**src/pesd_pkg.sv**
```systemverilog
/*
 * Constants of the event select block: codes, masks, offsets, fields.
 * Assumes one clock and a 32-bit AHB-Lite bus.
 */
package pesd_pkg;

    ////////////////////////////////////////////////////////////////////////
    // Event codes
    localparam logic [7:0] EV_THERMAL = 8'h3B;
    localparam logic [7:0] EV_BUS_RUN = 8'h3C;
    localparam logic [7:0] EV_L1_RD = 8'h40;
    localparam logic [7:0] EV_L1_WR = 8'h41;
    localparam logic [7:0] EV_L1_LOCK = 8'h42;
    localparam logic [7:0] EV_L1_ANY = 8'h43;
    localparam logic [7:0] EV_L1_CACHE = 8'h44;
    localparam logic [7:0] EV_L1_REPL = 8'h45;
    localparam logic [7:0] EV_L1_MALLOC = 8'h46;
    localparam logic [7:0] EV_L1_MEVICT = 8'h47;
    localparam logic [7:0] EV_L1_PEND = 8'h48;
    localparam logic [7:0] EV_DTLB = 8'h49;
    localparam logic [7:0] EV_PF_MISS = 8'h4B;
    localparam logic [7:0] EV_L1_PREF = 8'h4F;
    localparam logic [7:0] EV_BUS_RDOUT = 8'h60;
    localparam logic [7:0] EV_BLOCK_NEXT = 8'h61;
    localparam logic [7:0] EV_DATA_READY = 8'h62;
    localparam logic [7:0] EV_LOCK = 8'h63;
    localparam logic [7:0] EV_TX_BRD = 8'h65;
    localparam logic [7:0] EV_TX_OWN = 8'h66;
    localparam logic [7:0] EV_TX_IFETCH = 8'h68;
    localparam logic [7:0] EV_TX_INVAL = 8'h69;
    localparam logic [7:0] EV_TX_PWR = 8'h6A;
    localparam logic [7:0] EV_TX_PART = 8'h6B;
    localparam logic [7:0] EV_TX_IO = 8'h6C;

    ////////////////////////////////////////////////////////////////////////
    // Unit mask values
    localparam logic [7:0] UM_ZERO = 8'h00;
    localparam logic [7:0] UM_THERMAL = 8'hC0;
    localparam logic [7:0] UM_RUN_ALL = 8'h01;
    localparam logic [7:0] UM_RUN_SOLO = 8'h02;
    localparam logic [7:0] UM_L1_ANY = 8'h01;
    localparam logic [7:0] UM_L1_CACHE = 8'h02;
    localparam logic [7:0] UM_L1_REPL = 8'h0F;
    localparam logic [7:0] UM_PF_NTA = 8'h00;
    localparam logic [7:0] UM_PF_L1H = 8'h01;
    localparam logic [7:0] UM_PF_L2H = 8'h02;
    localparam logic [7:0] UM_PF_NTS = 8'h03;
    // Low nibble: one bit per line state
    localparam int UM_MESI_W = 4;
    localparam logic [3:0] UM_MESI_NONE = 4'h0;
    localparam logic [1:0] LS_INVALID = 2'h0;
    localparam logic [1:0] LS_SHARED = 2'h1;
    localparam logic [1:0] LS_EXCL = 2'h2;
    localparam logic [1:0] LS_MOD = 2'h3;
    // Top two bits: core selection
    localparam int UM_CORE_LSB = 6;
    localparam logic [1:0] CORE_NONE = 2'h0;
    localparam logic [1:0] CORE_THIS = 2'h1;
    localparam logic [1:0] CORE_OTHER = 2'h2;
    localparam logic [1:0] CORE_ALL = 2'h3;
    localparam logic [5:0] UM_LOW_ZERO = 6'h00;

    ////////////////////////////////////////////////////////////////////////
    // Transaction kind per address strobe
    typedef enum logic [2:0] {
        TXN_BRD,
        TXN_OWN,
        TXN_IFETCH,
        TXN_INVAL,
        TXN_PWR,
        TXN_PRD,
        TXN_LWR,
        TXN_IO
    } pesd_txn_t;

    ////////////////////////////////////////////////////////////////////////
    // Registers
    localparam logic [7:0] OFF_SEL = 8'h00;
    localparam logic [7:0] OFF_CNT = 8'h04;
    localparam logic [7:0] OFF_STAT = 8'h08;
    localparam int ADDR_W = 8;
    localparam int SEL_EV_LSB = 0;
    localparam int SEL_UM_LSB = 8;
    localparam int SEL_EN_BIT = 16;
    localparam int SEL_EDGE_BIT = 17;
    localparam int SEL_CMASK_LSB = 24;
    localparam int STAT_HIT_BIT = 0;
    localparam int STAT_ACT_BIT = 1;
    localparam logic [31:0] SEL_RST = 32'h0000_0000;
    localparam logic [31:0] CNT_RST = 32'h0000_0000;
    localparam logic [7:0] CMASK_OFF = 8'h00;
    localparam int HTRANS_ACT_BIT = 1;
    localparam int WEIGHT_W = 8;
    localparam int OUTST_W = 4;

endpackage

```
**src/pesd_top.sv**
```systemverilog
/*
 * Event select and decode with one counter.
 * Software sets code, mask, edge and threshold over AHB-Lite;
 * the selected condition is added to the counter.
 * Assumes all conditions come from hclk logic; run, block-next, data-ready
 * and lock events are qualified by bus_cycle_tick, one pulse per bus cycle.
 */
// Added by the designer: the AHB-Lite slave port and the placing of the registers.
`timescale 1ns/1ps

module pesd_top
(
    // Clock and reset
    input wire logic hclk,
    input wire logic hresetn,
    // AHB-Lite slave
    input wire logic hsel,
    input wire logic [31:0] haddr,
    input wire logic [1:0] htrans,
    input wire logic hwrite,
    input wire logic [2:0] hsize,
    input wire logic hready,
    input wire logic [31:0] hwdata,
    output logic [31:0] hrdata,
    output logic hreadyout,
    output logic hresp,
    // Core state
    input wire logic thermal_trip,
    input wire logic core_halted,
    input wire logic other_core_halted,
    input wire logic bus_cycle_tick,
    // L1 data cache traffic
    input wire logic l1_read,
    input wire logic l1_write,
    input wire logic l1_lock_read,
    input wire logic l1_cacheable,
    input wire logic [1:0] l1_line_state,
    input wire logic l1_replace,
    input wire logic l1_mod_alloc,
    input wire logic l1_mod_evict,
    input wire logic [3:0] l1_miss_outstanding,
    input wire logic dtlb_miss,
    input wire logic prefetch_miss,
    input wire logic [1:0] prefetch_miss_kind,
    input wire logic l1_prefetch_request,
    // Bus unit
    input wire logic [3:0] data_cache_unit_rds,
    input wire logic [3:0] hardware_prefetcher_rds,
    input wire logic block_next_request,
    input wire logic data_ready_strobe,
    input wire logic bus_lock,
    input wire logic bus_lock_this_core,
    input wire logic bus_addr_strobe,
    input wire logic [2:0] bus_txn_kind,
    input wire logic bus_txn_this_core,
    // Counter view
    output logic [31:0] event_count,
    output logic event_selected
);

    ////////////////////////////////////////////////////////////////////////
    // Register state

    logic [31:0] sel_q;
    logic [31:0] cnt_q;
    logic [31:0] cnt_d;
    logic [31:0] hrdata_q;
    logic hreadyout_q;
    logic hresp_q;
    logic wr_pend_q;
    logic [7:0] wr_addr_q;
    logic prev_cond_q;
    logic hit_q;

    logic [7:0] ev_code;
    logic [7:0] umask;
    logic [7:0] cmask;
    logic cnt_en;
    logic edge_mode;
    logic [1:0] core_sel;
    logic low_zero;
    logic mesi_hit;
    logic addr_ok;
    logic [7:0] addr_lo;

    assign ev_code = sel_q[pesd_pkg::SEL_EV_LSB +: 8];
    assign umask = sel_q[pesd_pkg::SEL_UM_LSB +: 8];
    assign cmask = sel_q[pesd_pkg::SEL_CMASK_LSB +: 8];
    assign cnt_en = sel_q[pesd_pkg::SEL_EN_BIT];
    assign edge_mode = sel_q[pesd_pkg::SEL_EDGE_BIT];
    assign core_sel = umask[pesd_pkg::UM_CORE_LSB +: 2];
    assign low_zero = (umask[pesd_pkg::UM_CORE_LSB-1:0] == pesd_pkg::UM_LOW_ZERO);
    // Line state picks one bit of the low nibble
    assign mesi_hit = umask[l1_line_state];
    assign addr_lo = haddr[pesd_pkg::ADDR_W-1:0];

    ////////////////////////////////////////////////////////////////////////
    // Event decode

    logic [7:0] weight;
    logic sel_valid;
    logic txn_core_ok;
    logic [4:0] rd_out_sum;
    pesd_pkg::pesd_txn_t txn;

    assign txn = pesd_pkg::pesd_txn_t'(bus_txn_kind);
    assign rd_out_sum = {1'b0, data_cache_unit_rds} + {1'b0, hardware_prefetcher_rds};

    always_comb
    begin
        case (core_sel)
            pesd_pkg::CORE_ALL: txn_core_ok = 1'b1;
            pesd_pkg::CORE_THIS: txn_core_ok = bus_txn_this_core;
            pesd_pkg::CORE_OTHER: txn_core_ok = !bus_txn_this_core;
            default: txn_core_ok = 1'b0;
        endcase
    end

    always_comb
    begin
        weight = 8'h00;
        sel_valid = 1'b0;
        case (ev_code)
            pesd_pkg::EV_THERMAL:
            begin
                sel_valid = (umask == pesd_pkg::UM_THERMAL);
                weight = {7'h00, thermal_trip};
            end
            pesd_pkg::EV_BUS_RUN:
            begin
                if (umask == pesd_pkg::UM_RUN_ALL)
                begin
                    sel_valid = 1'b1;
                    weight = {7'h00, bus_cycle_tick && !core_halted};
                end
                else if (umask == pesd_pkg::UM_RUN_SOLO)
                begin
                    sel_valid = 1'b1;
                    weight = {7'h00, bus_cycle_tick && !core_halted && other_core_halted};
                end
            end
            pesd_pkg::EV_L1_RD,
            pesd_pkg::EV_L1_WR,
            pesd_pkg::EV_L1_LOCK:
            begin
                // Core bits are don't-care; an empty state mask counts nothing
                sel_valid = (umask[pesd_pkg::UM_MESI_W-1:0] != pesd_pkg::UM_MESI_NONE);
                if (ev_code == pesd_pkg::EV_L1_RD)
                    weight = {7'h00, l1_read && l1_cacheable && mesi_hit};
                else if (ev_code == pesd_pkg::EV_L1_WR)
                    weight = {7'h00, l1_write && l1_cacheable && mesi_hit};
                else
                    weight = {7'h00, l1_lock_read && l1_cacheable
                              && l1_line_state == pesd_pkg::LS_INVALID && mesi_hit};
            end
            pesd_pkg::EV_L1_ANY:
            begin
                sel_valid = (umask == pesd_pkg::UM_L1_ANY);
                weight = {6'h00, 2'({1'b0, l1_read} + {1'b0, l1_write})};
            end
            pesd_pkg::EV_L1_CACHE:
            begin
                sel_valid = (umask == pesd_pkg::UM_L1_CACHE);
                weight = {6'h00, 2'({1'b0, l1_read && l1_cacheable}
                                     + {1'b0, l1_write && l1_cacheable})};
            end
            pesd_pkg::EV_L1_REPL:
            begin
                sel_valid = (umask == pesd_pkg::UM_L1_REPL);
                weight = {7'h00, l1_replace};
            end
            pesd_pkg::EV_L1_MALLOC:
            begin
                sel_valid = (umask == pesd_pkg::UM_ZERO);
                weight = {7'h00, l1_mod_alloc};
            end
            pesd_pkg::EV_L1_MEVICT:
            begin
                sel_valid = (umask == pesd_pkg::UM_ZERO);
                weight = {7'h00, l1_mod_evict};
            end
            pesd_pkg::EV_L1_PEND:
            begin
                sel_valid = (umask == pesd_pkg::UM_ZERO);
                weight = {4'h0, l1_miss_outstanding};
            end
            pesd_pkg::EV_DTLB:
            begin
                sel_valid = (umask == pesd_pkg::UM_ZERO);
                weight = {7'h00, dtlb_miss};
            end
            pesd_pkg::EV_PF_MISS:
            begin
                sel_valid = (umask == pesd_pkg::UM_PF_NTA) || (umask == pesd_pkg::UM_PF_L1H)
                            || (umask == pesd_pkg::UM_PF_L2H) || (umask == pesd_pkg::UM_PF_NTS);
                weight = {7'h00, prefetch_miss && prefetch_miss_kind == umask[1:0]};
            end
            pesd_pkg::EV_L1_PREF:
            begin
                sel_valid = (umask == pesd_pkg::UM_ZERO);
                // Each request pulse counts, a resubmitted request included
                weight = {7'h00, l1_prefetch_request};
            end
            pesd_pkg::EV_BUS_RDOUT:
            begin
                sel_valid = (umask == pesd_pkg::UM_ZERO);
                // Inputs already exclude ownership reads, writes and fetches
                weight = {3'h0, rd_out_sum};
            end
            pesd_pkg::EV_BLOCK_NEXT:
            begin
                sel_valid = (umask == pesd_pkg::UM_ZERO);
                weight = {7'h00, bus_cycle_tick && block_next_request};
            end
            pesd_pkg::EV_DATA_READY:
            begin
                sel_valid = (umask == pesd_pkg::UM_ZERO);
                weight = {7'h00, bus_cycle_tick && data_ready_strobe};
            end
            pesd_pkg::EV_LOCK:
            begin
                sel_valid = (umask == pesd_pkg::UM_ZERO);
                weight = {7'h00, bus_cycle_tick && bus_lock && bus_lock_this_core};
            end
            pesd_pkg::EV_TX_BRD,
            pesd_pkg::EV_TX_OWN,
            pesd_pkg::EV_TX_IFETCH,
            pesd_pkg::EV_TX_INVAL,
            pesd_pkg::EV_TX_PWR,
            pesd_pkg::EV_TX_PART,
            pesd_pkg::EV_TX_IO:
            begin
                sel_valid = low_zero && (core_sel != pesd_pkg::CORE_NONE);
                // One count per address strobe, so a retry counts again
                if (bus_addr_strobe && txn_core_ok)
                begin
                    case (ev_code)
                        pesd_pkg::EV_TX_BRD:
                            weight = {7'h00, txn == pesd_pkg::TXN_BRD};
                        pesd_pkg::EV_TX_OWN:
                            weight = {7'h00, txn == pesd_pkg::TXN_OWN};
                        pesd_pkg::EV_TX_IFETCH:
                            weight = {7'h00, txn == pesd_pkg::TXN_IFETCH};
                        pesd_pkg::EV_TX_INVAL:
                            weight = {7'h00, txn == pesd_pkg::TXN_INVAL};
                        pesd_pkg::EV_TX_PWR:
                            weight = {7'h00, txn == pesd_pkg::TXN_PWR};
                        pesd_pkg::EV_TX_PART:
                            weight = {7'h00, txn == pesd_pkg::TXN_PWR || txn == pesd_pkg::TXN_PRD
                                      || txn == pesd_pkg::TXN_LWR};
                        default:
                            weight = {7'h00, txn == pesd_pkg::TXN_IO};
                    endcase
                end
            end
            default:
            begin
                weight = 8'h00;
                sel_valid = 1'b0;
            end
        endcase
    end

    ////////////////////////////////////////////////////////////////////////
    // Threshold and edge shaping

    logic cond;
    logic [7:0] inc;

    // A threshold gives one count per qualifying cycle
    assign cond = (cmask == pesd_pkg::CMASK_OFF) ? (weight != 8'h00) : (weight >= cmask);

    always_comb
    begin
        if (!sel_valid || !cnt_en)
            inc = 8'h00;
        else if (edge_mode)
            inc = {7'h00, cond && !prev_cond_q};
        else if (cmask != pesd_pkg::CMASK_OFF)
            inc = {7'h00, cond};
        else
            inc = weight;
    end

    always_ff @(posedge hclk or negedge hresetn)
    begin
        if (!hresetn)
            prev_cond_q <= 1'b0;
        else
            prev_cond_q <= sel_valid && cond;
    end

    ////////////////////////////////////////////////////////////////////////
    // AHB-Lite slave, zero wait states

    logic take;

    assign take = hsel && hready && htrans[pesd_pkg::HTRANS_ACT_BIT];

    always_comb
    begin
        case (addr_lo)
            pesd_pkg::OFF_SEL,
            pesd_pkg::OFF_CNT,
            pesd_pkg::OFF_STAT: addr_ok = (haddr[31:pesd_pkg::ADDR_W] == '0);
            default: addr_ok = 1'b0;
        endcase
    end

    always_ff @(posedge hclk or negedge hresetn)
    begin
        if (!hresetn)
        begin
            wr_pend_q <= 1'b0;
            wr_addr_q <= 8'h00;
        end
        else
        begin
            wr_pend_q <= take && hwrite && addr_ok;
            wr_addr_q <= addr_lo;
        end
    end

    always_ff @(posedge hclk or negedge hresetn)
    begin
        if (!hresetn)
            hrdata_q <= 32'h0000_0000;
        else if (take && !hwrite && addr_ok)
        begin
            case (addr_lo)
                pesd_pkg::OFF_SEL: hrdata_q <= sel_q;
                pesd_pkg::OFF_CNT: hrdata_q <= cnt_q;
                default: hrdata_q <= {30'h0000_0000, prev_cond_q, hit_q};
            endcase
        end
        else
            hrdata_q <= 32'h0000_0000;
    end

    // Always ready, always OKAY; unmapped reads return zero
    always_ff @(posedge hclk or negedge hresetn)
    begin
        if (!hresetn)
        begin
            hreadyout_q <= 1'b1;
            hresp_q <= 1'b0;
        end
        else
        begin
            hreadyout_q <= 1'b1;
            hresp_q <= 1'b0;
        end
    end

    always_ff @(posedge hclk or negedge hresetn)
    begin
        if (!hresetn)
            sel_q <= pesd_pkg::SEL_RST;
        else if (wr_pend_q && wr_addr_q == pesd_pkg::OFF_SEL)
            sel_q <= hwdata;
    end

    ////////////////////////////////////////////////////////////////////////
    // Counter; a write replaces this cycle's increment

    always_comb
    begin
        if (wr_pend_q && wr_addr_q == pesd_pkg::OFF_CNT)
            cnt_d = hwdata;
        else
            cnt_d = cnt_q + {24'h00_0000, inc};
    end

    always_ff @(posedge hclk or negedge hresetn)
    begin
        if (!hresetn)
        begin
            cnt_q <= pesd_pkg::CNT_RST;
            hit_q <= 1'b0;
        end
        else
        begin
            cnt_q <= cnt_d;
            hit_q <= sel_valid;
        end
    end

    assign hrdata = hrdata_q;
    assign hreadyout = hreadyout_q;
    assign hresp = hresp_q;
    assign event_count = cnt_q;
    assign event_selected = hit_q;

endmodule

```
**config.mk**
```make
export PLATFORM = sky130hd
export DESIGN_NAME = pesd_top
export DESIGN_NICKNAME = d
export VERILOG_FILES = /design/src/pesd_pkg.sv /design/src/pesd_top.sv
export SDC_FILE = /design/constraint.sdc
export NUM_CORES = 1
export LEC_CHECK = 0
export BUFFER_PORTS_ARGS = -buffer_cell sky130_fd_sc_hd__buf_2
export CAP_MARGIN = 20
export CELL_PAD_IN_SITES_DETAIL_PLACEMENT = 1
export CELL_PAD_IN_SITES_GLOBAL_PLACEMENT = 1
export CORE_MARGIN = 3
export CORE_UTILIZATION = 35
export CTS_CLUSTER_SIZE = 28
export DETAILED_ROUTE_END_ITERATION = 10
export PLACE_DENSITY = 0.76
export SLEW_MARGIN = 5
export SYNTH_ARGS = -nofsm -noshare
export SYNTH_HDL_FRONTEND = slang
export SYNTH_SLANG_ARGS = --single-unit
```
**constraint.sdc**
```tcl
create_clock -name hclk -period 4.94 [get_ports hclk]
set_input_delay 0.988 -clock hclk [delete_from_list [all_inputs] [get_ports hclk]]
set_output_delay 0.988 -clock hclk [all_outputs]
set_load 0.01 [all_outputs]
```
==> results of run 1 <==
## power groups by stage
stage	clock network, W	registers (W)	logic (W)
after floorplan	0	0.000931	0.0000609
after global placement	0	0.000928	0.000160
after detailed placement	0	0.000930	0.000167
after CTS	0.000768	0.000913	0.000170
after global routing	0.000806	0.000916	0.000192
final	0.000753	0.000913	0.000174
## per-layer routing
layer	global-route usage	share of wire	up-vias
li1	-	-	2498
met2	0.360	0.50	140
met5	0	0	-
met3	0.0381	0.055	17
met4	0.0560	0.014	0
met1	0.270	0.43	2627
## what timing repair did
action                                  CTS  global route
gates resized for setup                  23            23
endpoints found under the setup margin   24            30
setup buffers                            16             3
hold buffers                              0             0
pin swaps                                28            38
## placed cells by master, fill, tap and decap left out, drive strengths merged, types with 16 or more instances in the layout
cell type  synthesis  layout
ha                16      16
a21oi             41      41
o21ai             18      18
xor2              21      21
buf               16     225
inv               15      16
mux2i             34      34
nor2              88      88
dfrtp            107     107
mux2              31      31
nand2             38      38
## stage by stage
step | setup TNS [ns] | hold WS [ns] | area (um^2) | worst slack (ns) | instances
4_1_cts | -1.04 | 0.521 | 7700 | -0.0996 | 1011
3_5_place_dp | -10.94 | 0.504 | 7190 | -0.498 | 979
2_1_floorplan | -0.00362 | 0.480 | 5940 | -0.00362 | 589
3_3_place_gp | -7.73 | 0.488 | 7190 | -0.359 | 979
6_report | 0 | 0.518 | 7880 | 0.0525 | 1015
5_1_grt | -3.15 | 0.542 | 7880 | -0.187 | 1015
## worst max-delay path by stage
stage                      start                        end  slack, ns  cells past startpoint
finish                   l1_read  event_count[30]$_DFF_PN0_       0.05                     27
detailed placement       l1_read  event_count[30]$_DFF_PN0_      -0.50                     27
CTS                 l1_cacheable  event_count[30]$_DFF_PN0_       -0.1                     27
floorplan                l1_read  event_count[20]$_DFF_PN0_     -0.004                     25
global placement         l1_read  event_count[26]$_DFF_PN0_      -0.36                     27
global route             l1_read  event_count[30]$_DFF_PN0_      -0.19                     27
## worst reg2reg max path, cell delays in order, from the launching register on
cell and delay (ns):
dfrtp_1 0.59, nor2b_1 0.44, a22oi_1 0.18, a211oi_2 0.26, nor3_2 0.06, a21oi_2 0.21, nor4b_4 0.08, ha_1 0.29
nand2b_4 0.11, a21o_1 0.11, a21o_1 0.12, a21oi_2 0.05, nor2b_1 0.13, o31ai_2 0.09, a311oi_2 0.27, ha_2 0.24
inv_2 0.04, fa_2 0.34, nor2b_2 0.13, o21ai_2 0.08, a21boi_2 0.19, o211ai_2 0.13, buf_12 0.18, nor2_4 0.12
xnor2_2 0.13, a21oi_2 0.08
## final cells by class
class                           instances  area share
Multi-Input combinational cell        436       0.409
Inverter                               15     0.00714
Tap cell                              216      0.0343
Clock inverter                          5     0.00762
Sequential cell                       107       0.340
Timing Repair Buffer                  225       0.170
Clock buffer                           11      0.0321
## cell families after synthesis
family          synth area share
fa+ha+maj                 0.0407
compound gates             0.109
simple gates               0.191
xor+xnor                  0.0490
buf+inv                   0.0348
other cells              0.00127
flops                      0.454
mux                        0.121
## flip-flops by register name (all words and copies together) (netlist names)
register	cells
event_count	32
event_selected	1
hrdata	32
prev_cond_q	1
sel_q	32
wr_addr_q	8
wr_pend_q	1
==> impl_metrics.py, run 1 <==
metrics = {
    "run_status": {
        "outcome": "completed",
    },
    "worst_hold_path": {
        "hp-start": "sel_q[20]$_DFFE_PN0P_",
        "whs_endpoint": "sel_q[20]$_DFFE_PN0P_",
        "hold-path-cell-count": 1,
        "hp-class": "flop to flop",
    },
    "final_layout": {
        "antennaDiodeCount": 0,
        "drive_gt1_frac": 0.407,
        "postLayoutCoreUtil": 0.487,
        "layout.nets": 925,
        "fillers": 1859,
        "area_growth_pct": 33.5,
        "regArea_mm2": 0.00268,
        "multi_input_area_mm2": 0.00323,
    },
    "power": {
        "pwr-share-seq": 0.496,
        "power_density_mw_per_mm2": 234,
        "vdd_drop_max_mv": 0.190,
        "p_leak_nw": 3.88,
        "p_switching_w": 0.000443,
        "clockPowerShare": 0.409,
        "p_sw_frac": 0.240,
        "total_power_w": 0.00184,
        "combPwrFrac": 0.095,
        "power.internal_w": 0.00140,
    },
    "logic_synthesis": {
        "syn_inst": 589,
        "yosysSeqAreaShare": 0.454,
        "yosys_warnings": 0,
        "synth_edf_count": 0,
        "async_flop_share": 1.00,
        "synthDistinctLibCells": 68,
        "syn-num-nets": 720,
        "synthFlopType": "dfrtp_1",
        "syn_area_mm2": 0.00590,
        "synth_top_area_cell": "dfrtp_1",
        "synth_seq_cells": 107,
        "synth_top_area_frac": 0.454,
        "synthTopCellsByCount": "dfrtp_1 (107), nor2_1 (88), a21oi_1 (41), nand2_1 (37), mux2i_1 (34)",
        "yosysMostFrequentCell": "dfrtp_1",
        "syn_avg_cell_area_um2": 10.0,
        "synthTopCellsByArea": "dfrtp_1 (45%), mux2_2 (5.9%), mux2i_1 (5.8%), nor2_1 (5.6%), a21oi_1 (3.5%)",
    },
    "placed_design": {
        "place_congestion": 0.903,
        "numPortBuffers": 173,
        "dpl.hpwl_um": 14100,
    },
    "floorplanning": {
        "die_h_um": 136,
        "initial_core_util": 0.365,
        "io_pins": 180,
        "row_count": 46,
        "die_area_mm2": 0.0185,
        "chipWidth_um": 136,
        "core_area_mm2": 0.0162,
    },
    "detailed_routing": {
        "dr.pass1.iters": 5,
        "wire_per_inst_um": 19.1,
        "routed_via_density": 5.20,
        "drt_iter0_markers": 229,
        "drc_errors": 0,
        "wl_um": 19400,
        "via_count": 5282,
        "ant_nets": 0,
    },
    "critical_path": {
        "crit_type": "primary input to flop",
        "worst_path_largest_cell_delay_ns": 0.34,
        "r2r_cells": 25,
        "cpMaxStageDelayCell": "fa_2",
        "end_kind": "flop",
        "worstPathArrival_ns": 5.08,
        "crit_family": "compound AO/OA/AOI/OAI gates",
        "path_buf_inv": 3,
        "startpoint_type": "primary input",
        "worstPathMaxFanout": 8,
        "rrSetupSlack_ns": 0.16,
        "rr_startpoint": "sel_q[2]$_DFFE_PN0P_",
        "path_common_cell": "a21oi_2",
        "worstPathRequired_ns": 5.13,
        "r2r-end": "event_count[30]$_DFF_PN0_",
    },
    "sta": {
        "rsz0062_at_grt": "true",
        "setup_viol_count_final": 0,
        "fmax_mhz": 205,
        "period_needed_ns": 4.89,
        "max_slew_margin": 0.509,
        "tightest_slew_ns": 0.729,
        "finalHoldViolations": 0,
        "fin_skew_ns": 0.0102,
        "fin_crit_sh": 0.989,
        "final_max_slew_viol_count": 0,
    },
    "clocking": {
        "cts_root_buf": "clkbuf_16",
        "clkSinkCount": 107,
        "clockBufferDepth": 2,
        "ctsHtreeMaxLevel": 3,
        "clk_pin_slew_ns": 0.07,
        "insertion_delay_ns": 0.35,
        "cts_tree": "built",
        "cts_buffers": 9,
    },
    "global_route": {
        "grt_overflow": 0,
        "grt_pass1_vias": 5782,
        "grt_usage": 0.209,
        "grt_pass1_wl_um": 30400,
        "antenna_found_initial": 0,
        "grt_max_degree": 83,
    },
    "run": {
        "drv_cap": 0,
    },
}
Note: power is estimated with default switching activity, not from simulation.
==> run 2: changes to the inputs <==
--- a/config.mk
+++ b/config.mk
@@ -5,7 +5,8 @@
 export SDC_FILE = /design/constraint.sdc
 export NUM_CORES = 1
 export LEC_CHECK = 0
-export BUFFER_PORTS_ARGS = -buffer_cell sky130_fd_sc_hd__buf_2
+export ABC_AREA = 1
+export BUFFER_PORTS_ARGS = -buffer_cell sky130_fd_sc_hd__clkbuf_2
 export CAP_MARGIN = 20
 export CELL_PAD_IN_SITES_DETAIL_PLACEMENT = 1
 export CELL_PAD_IN_SITES_GLOBAL_PLACEMENT = 1
@@ -13,7 +14,7 @@
 export CORE_UTILIZATION = 35
 export CTS_CLUSTER_SIZE = 28
 export DETAILED_ROUTE_END_ITERATION = 10
-export PLACE_DENSITY = 0.76
+export PLACE_DENSITY = 0.8
 export SLEW_MARGIN = 5
 export SYNTH_ARGS = -nofsm -noshare
 export SYNTH_HDL_FRONTEND = slang
==> run 2 against run 1 <==
Fmax grew 3.6%. Sequential power grew 0.4%. Sequential cell count is the same. Count of clock-buffer cells in the layout shrank 2. Total power grew 2.8%. Worst hold slack lost 0.024 ns. Critical path depth grew 3. Setup slack gained 0.17 ns. Routed wire length grew 18%. Largest cell class unchanged.
==> impl_metrics.py, run 2 <==
metrics = {
    "logic_synthesis": {
        "synth_xor_area_frac": 0.0301,
        "yosysSeqAreaShare": 0.419,
        "synthFlopType": "dfrtp_1",
        "syn-num-nets": 1032,
        "yosysMostFrequentCell": "nand2_1",
        "synth_seq_cells": 107,
        "synth_top_area_frac": 0.419,
        "synthDistinctLibCells": 38,
        "yosys_warnings": 0,
        "syn_avg_cell_area_um2": 7.09,
        "synth_top_area_cell": "dfrtp_1",
        "synth-simple-area-share": 0.313,
        "synth_edf_count": 0,
        "async_flop_share": 1.00,
        "synthTopCellsByCount": "nand2_1 (261), inv_1 (124), dfrtp_1 (107), nor2_1 (100), o21ai_0 (68)",
        "synth-adder-area-share": 0.0376,
        "synth_mux_area_frac": 0,
        "synthTopCellsByArea": "dfrtp_1 (42%), nand2_1 (15%), inv_1 (7.3%), nor2_1 (5.9%), o21ai_0 (5.3%)",
        "syn_inst": 901,
        "syn_area_mm2": 0.00639,
        "synth_top_family_by_area": "simple AND/OR/NAND/NOR gates",
        "synth_compound_area_frac": 0.109,
    },
    "placed_design": {
        "place_congestion": 0.934,
        "numPortBuffers": 173,
        "dpl.hpwl_um": 18300,
        "dp_cells": 1328,
    },
    "clocking": {
        "clkSinkCount": 107,
        "insertion_delay_ns": 0.37,
        "cts_tree": "built",
        "ctsHtreeMaxLevel": 3,
        "cts_root_buf": "clkbuf_16",
        "cts_buffers": 9,
        "clockBufferDepth": 2,
        "clk_pin_slew_ns": 0.09,
    },
    "final_layout": {
        "fillers": 2317,
        "antennaDiodeCount": 0,
        "finalNonFillerCells": 1350,
        "final_common_cell": "nand2_1",
        "drive_gt1_frac": 0.256,
        "layout.nets": 1251,
        "area_growth_pct": 29.9,
        "final_cell_mix": "nand2_1 (257), clkbuf_2 (172), inv_1 (123)",
        "postLayoutCoreUtil": 0.472,
    },
    "sta": {
        "finalHoldViolations": 0,
        "fin_skew_ns": 0.0159,
        "fmax_mhz": 212,
        "tightest_slew_ns": 0.890,
        "max_slew_margin": 0.406,
        "final_max_slew_viol_count": 0,
        "fin_crit_sh": 0.955,
        "period_needed_ns": 4.72,
        "setup_viol_count_final": 0,
    },
    "detailed_routing": {
        "wl_um": 23000,
        "ant_nets": 0,
        "via_count": 6821,
        "drt_iter0_markers": 326,
        "routed_via_density": 5.05,
        "dr.pass1.iters": 4,
        "wire_per_inst_um": 17.0,
        "drc_errors": 0,
    },
    "critical_path": {
        "end_kind": "flop",
        "cpMaxStageDelayCell": "fa_1",
        "rr_startpoint": "sel_q[3]$_DFFE_PN0P_",
        "worstPathMaxFanout": 3,
        "r2r-end": "event_count[22]$_DFF_PN0_",
        "worstPathRequired_ns": 5.18,
        "worst_path_largest_cell_delay_ns": 0.49,
        "worstPathArrival_ns": 4.96,
        "path_common_cell": "nand2_1",
        "rrSetupSlack_ns": 0.30,
        "r2r_cells": 34,
        "crit_type": "primary input to flop",
        "startpoint_type": "primary input",
        "critPathLaunch": "data_cache_unit_rds[0]",
        "critPathCapture": "event_count[22]$_DFF_PN0_",
    },
    "floorplanning": {
        "initial_core_util": 0.363,
        "core_area_mm2": 0.0176,
        "chipWidth_um": 141,
        "die_area_mm2": 0.0199,
        "die_h_um": 141,
        "io_pins": 180,
        "row_count": 48,
    },
    "global_route": {
        "antenna_found_initial": 0,
        "grt_max_degree": 65,
        "grt_pass1_wl_um": 37400,
        "grt_pass1_vias": 7241,
        "grt_overflow": 0,
        "grt_usage": 0.233,
    },
    "power": {
        "total_power_w": 0.00189,
        "vdd_drop_max_mv": 0.175,
        "combPwrFrac": 0.100,
        "p_leak_nw": 4.50,
        "power_density_mw_per_mm2": 228,
        "clockPowerShare": 0.415,
        "p_switching_w": 0.000511,
        "p_sw_frac": 0.270,
        "pwr-share-seq": 0.484,
        "power.internal_w": 0.00138,
    },
    "run_status": {
        "outcome": "completed",
    },
    "worst_hold_path": {
        "hp-class": "flop to flop",
    },
    "run": {
        "drv_cap": 0,
    },
}
## run 2: changes by cell type in the layout (fill, tap and decap cells not counted), sizes merged, moves of 31 or more
cell / change
buf: -164
clkbuf: +170
inv: +112
mux2: -31
mux2i: -34
nand2: +223
nand3: +32
o21ai: +57
## run 2: layout make-up
type	instances	area, um^2	area share
Inverter	124	465	0.0561
Clock inverter	7	95.1	0.0115
Clock buffer	9	225	0.0271
Tap cell	225	282	0.0339
Timing Repair Buffer	233	1320	0.159
Multi-Input combinational cell	645	3240	0.390
Sequential cell	107	2680	0.323
## run 2: power groups by stage
stage | clock, W | combinational [W] | sequential (W)
finish | 0.000786 | 0.000190 | 0.000917
global route | 0.000830 | 0.000216 | 0.000920
CTS | 0.000799 | 0.000190 | 0.000917
detailed placement | 0 | 0.000187 | 0.000935
global placement | 0 | 0.000181 | 0.000934
floorplan | 0 | 0.0000701 | 0.000933
## run 2: layer usage
metal / share of wire / GRT usage / vias up
met1: 0.42 / 0.297 / 3324
met2: 0.50 / 0.406 / 157
met5: 0 / 0 / -
li1: - / - / 3314
met3: 0.059 / 0.0400 / 26
met4: 0.019 / 0.0648 / 0
## run 2: logic make-up after synthesis
group                      after synthesis
AOI/OAI and AO/OA                      134
buffers and inverters                  149
and+or+nand+nor                        469
DFF                                    107
other                                    2
xor gates and xnor gates                22
adders and majority gates               18
## run 2: worst max-delay path: cells and delay by family
kind,cells,cell delay [ns]
adders and majority gates,5,1.49
AOI/OAI and AO/OA,5,0.46
and+or+nand+nor,14,1.39
xor gates and xnor gates,1,0.12
buffers and inverters,5,0.49
## run 2: repair_timing
item                                    4_1_cts  5_1_grt
endpoints found under the setup margin        6       13
buffers inserted                              1        5
pin swaps                                     2       10
resized for setup                             6       28
hold buffers                                  0        0
## run 2: worst min path at each step
stage	slack [ns]	startpoint	endpoint	depth (start not counted)
finish	0.49	sel_q[23]$_DFFE_PN0P_	sel_q[23]$_DFFE_PN0P_	2
global route	0.53	sel_q[18]$_DFFE_PN0P_	sel_q[18]$_DFFE_PN0P_	2
CTS	0.50	sel_q[23]$_DFFE_PN0P_	sel_q[23]$_DFFE_PN0P_	2
detailed placement	0.48	sel_q[23]$_DFFE_PN0P_	sel_q[23]$_DFFE_PN0P_	2
global placement	0.47	sel_q[23]$_DFFE_PN0P_	sel_q[23]$_DFFE_PN0P_	2
floorplan	0.45	sel_q[18]$_DFFE_PN0P_	sel_q[18]$_DFFE_PN0P_	2
## run 2: through the flow
stage / setup TNS [ns] / hold WS (ns) / cell area, um^2 / worst slack [ns]
after floorplan: 0 / 0.453 / 6390 / 0.114
after global placement: -1.27 / 0.467 / 7840 / -0.333
after detailed placement: -3.23 / 0.480 / 7840 / -0.568
after CTS: 0 / 0.501 / 8180 / 0.0305
after global routing: -0.0972 / 0.533 / 8300 / -0.0571
final: 0 / 0.494 / 8300 / 0.221
==> run 3: changes to the inputs <==
--- a/config.mk
+++ b/config.mk
@@ -6,15 +6,15 @@
 export NUM_CORES = 1
 export LEC_CHECK = 0
 export ABC_AREA = 1
-export BUFFER_PORTS_ARGS = -buffer_cell sky130_fd_sc_hd__clkbuf_2
+export BUFFER_PORTS_ARGS = -buffer_cell sky130_fd_sc_hd__buf_4
 export CAP_MARGIN = 20
 export CELL_PAD_IN_SITES_DETAIL_PLACEMENT = 1
 export CELL_PAD_IN_SITES_GLOBAL_PLACEMENT = 1
 export CORE_MARGIN = 3
-export CORE_UTILIZATION = 35
+export CORE_UTILIZATION = 37
 export CTS_CLUSTER_SIZE = 28
 export DETAILED_ROUTE_END_ITERATION = 10
-export PLACE_DENSITY = 0.8
+export PLACE_DENSITY = 0.84
 export SLEW_MARGIN = 5
 export SYNTH_ARGS = -nofsm -noshare
 export SYNTH_HDL_FRONTEND = slang
==> run 3 against run 2 <==
Final cell count fell by 0.59%. Non-clock buffer count fell by 4. Utilization rose by 5.0 points. Critical endpoint is now event_count[26]$_DFF_PN0_. Critical path type unchanged. Largest power group unchanged. Clock power fell by 9.2%.
==> impl_metrics.py, run 3 (same netlist as run 2, synthesis figures left out) <==
metrics = {
    "sta": {
        "setup_viol_count_final": 0,
        "fmax_mhz": 213,
        "finalHoldViolations": 0,
        "tightest_slew_ns": 0.955,
        "fin_skew_ns": 0.00824,
        "final_max_slew_viol_count": 0,
        "setup_ws_ns": 0.243,
        "period_needed_ns": 4.70,
        "max_slew_margin": 0.362,
        "fin_crit_sh": 0.951,
        "fin_setup_tns_ns": 0,
    },
    "detailed_routing": {
        "wire_per_inst_um": 17.9,
        "drc_errors": 0,
        "dr.pass1.iters": 4,
        "ant_nets": 0,
        "routed_via_density": 5.13,
        "wl_um": 24000,
        "via_count": 6885,
        "drt_iter0_markers": 345,
    },
    "floorplanning": {
        "chipWidth_um": 137,
        "die_area_mm2": 0.0189,
        "io_pins": 180,
        "core_area_mm2": 0.0168,
        "die_h_um": 137,
        "row_count": 47,
        "initial_core_util": 0.381,
    },
    "placed_design": {
        "dp_cells": 1318,
        "placed_area_mm2": 0.00823,
        "dpl.hpwl_um": 18000,
        "place_congestion": 0.890,
        "post-place-ws_ns": -0.696,
        "numPortBuffers": 173,
    },
    "critical_path": {
        "r2r_cells": 36,
        "startpoint_type": "primary input",
        "worstPathMaxFanout": 4,
        "worstPathArrival_ns": 4.92,
        "rrSetupSlack_ns": 0.28,
        "rr_startpoint": "sel_q[7]$_DFFE_PN0P_",
        "crit_type": "primary input to flop",
        "worst_path_largest_cell_delay_ns": 0.52,
        "worstPathRequired_ns": 5.16,
        "r2r-end": "event_count[26]$_DFF_PN0_",
        "cpMaxStageDelayCell": "fa_1",
        "path_common_cell": "nand2_2",
        "end_kind": "flop",
    },
    "final_layout": {
        "finalInstanceArea_mm2": 0.00875,
        "area_growth_pct": 36.9,
        "layout.nets": 1248,
        "final_common_cell": "nand2_1",
        "finalNonFillerCells": 1342,
        "final_cell_mix": "nand2_1 (250), buf_4 (228), inv_1 (119)",
        "fillers": 2170,
        "antennaDiodeCount": 0,
        "drive_gt1_frac": 0.269,
    },
    "global_route": {
        "antenna_found_initial": 0,
        "grt_max_degree": 66,
        "grt_pass1_wl_um": 37500,
        "grtUsageMet2": 0.445,
        "grt-busiest-layer": "met2",
        "grt_pass1_vias": 7273,
        "met3_usage": 0.0416,
        "grt_overflow": 0,
        "grt_usage": 0.255,
        "gr-usage-met1": 0.323,
    },
    "worst_hold_path": {
        "hp-class": "flop to flop",
        "hold-path-cell-count": 2,
        "whs_endpoint": "sel_q[19]$_DFFE_PN0P_",
        "hp-start": "sel_q[19]$_DFFE_PN0P_",
    },
    "clocking": {
        "postCtsHoldBufs": 0,
        "clockBufferDepth": 2,
        "clk_pin_slew_ns": 0.08,
        "cts_buffers": 9,
        "cts_root_buf": "clkbuf_16",
        "insertion_delay_ns": 0.36,
        "cts_tree": "built",
        "clkSinkCount": 107,
        "ctsHtreeMaxLevel": 3,
    },
    "power": {
        "total_power_w": 0.00186,
        "vdd_drop_max_mv": 0.181,
        "p_leak_nw": 4.58,
        "power_density_mw_per_mm2": 212,
    },
    "run_status": {
        "outcome": "completed",
    },
    "run": {
        "drv_cap": 0,
    },
}
-- run 3: changes by cell type in the layout (fill, tap and decap cells not counted), sizes merged --
cell and change:
clkbuf -172, buf +168, clkinvlp +2, bufinv -1, clkinv -1, nor2 +1
-- run 3: layout make-up --
cell class                      count  area [um^2]  share of cell area
Sequential cell                   107         2680               0.306
Tap cell                          220          275              0.0315
Inverter                          124          465              0.0532
Clock inverter                      7         57.6             0.00658
Multi-Input combinational cell    646         3320               0.380
Timing Repair Buffer              229         1720               0.197
Clock buffer                        9          225              0.0257
-- run 3: worst max-delay path, delay by kind of cell --
kind | cells | cell delay [ns]
adders and majority gates | 5 | 1.48
AOI/OAI and AO/OA | 6 | 0.61
buffers and inverters | 4 | 0.25
and+or+nand+nor | 15 | 1.58
-- run 3: worst max-delay path by stage --
stage,endpoint,slack (ns),cells past startpoint,from
2_1_floorplan,event_count[26]$_DFF_PN0_,0.11,29,data_cache_unit_rds[2]
3_3_place_gp,event_count[26]$_DFF_PN0_,-0.38,30,data_cache_unit_rds[2]
3_5_place_dp,event_count[26]$_DFF_PN0_,-0.70,30,data_cache_unit_rds[2]
4_1_cts,event_count[30]$_DFF_PN0_,0.002,34,sel_q[1]$_DFFE_PN0P_
5_1_grt,event_count[26]$_DFF_PN0_,-0.07,36,sel_q[4]$_DFFE_PN0P_
6_report,event_count[26]$_DFF_PN0_,0.24,30,hardware_prefetcher_rds[0]
-- run 3: stage by stage --
step | hold slack, ns | utilization
global placement | 0.468 | 0.491
finish | 0.500 | 0.522
global route | 0.550 | 0.522
CTS | 0.503 | 0.510
detailed placement | 0.487 | 0.491
floorplan | 0.453 | -
-- run 3: power breakdown --
group | leakage, nW | total [W] | switching, W | internal, W
logic | 3.21 | 0.000222 | 0.000113 | 0.000110
registers | 1.24 | 0.000919 | 0.0000265 | 0.000892
clock network | 0.135 | 0.000714 | 0.000363 | 0.000351
-- run 3: per-layer routing --
metal / vias to the layer above / share of wire
li1: 3308 / -
met4: 0 / 0.025
met2: 180 / 0.50
met3: 47 / 0.051
met1: 3350 / 0.42
met5: - / 0
-- run 3: what timing repair did --
item                       CTS  global route
gates cloned                 0             1
pin swaps                    4            25
buffers inserted             0             7
setup endpoints to repair    5            11
gates resized for setup     12            43
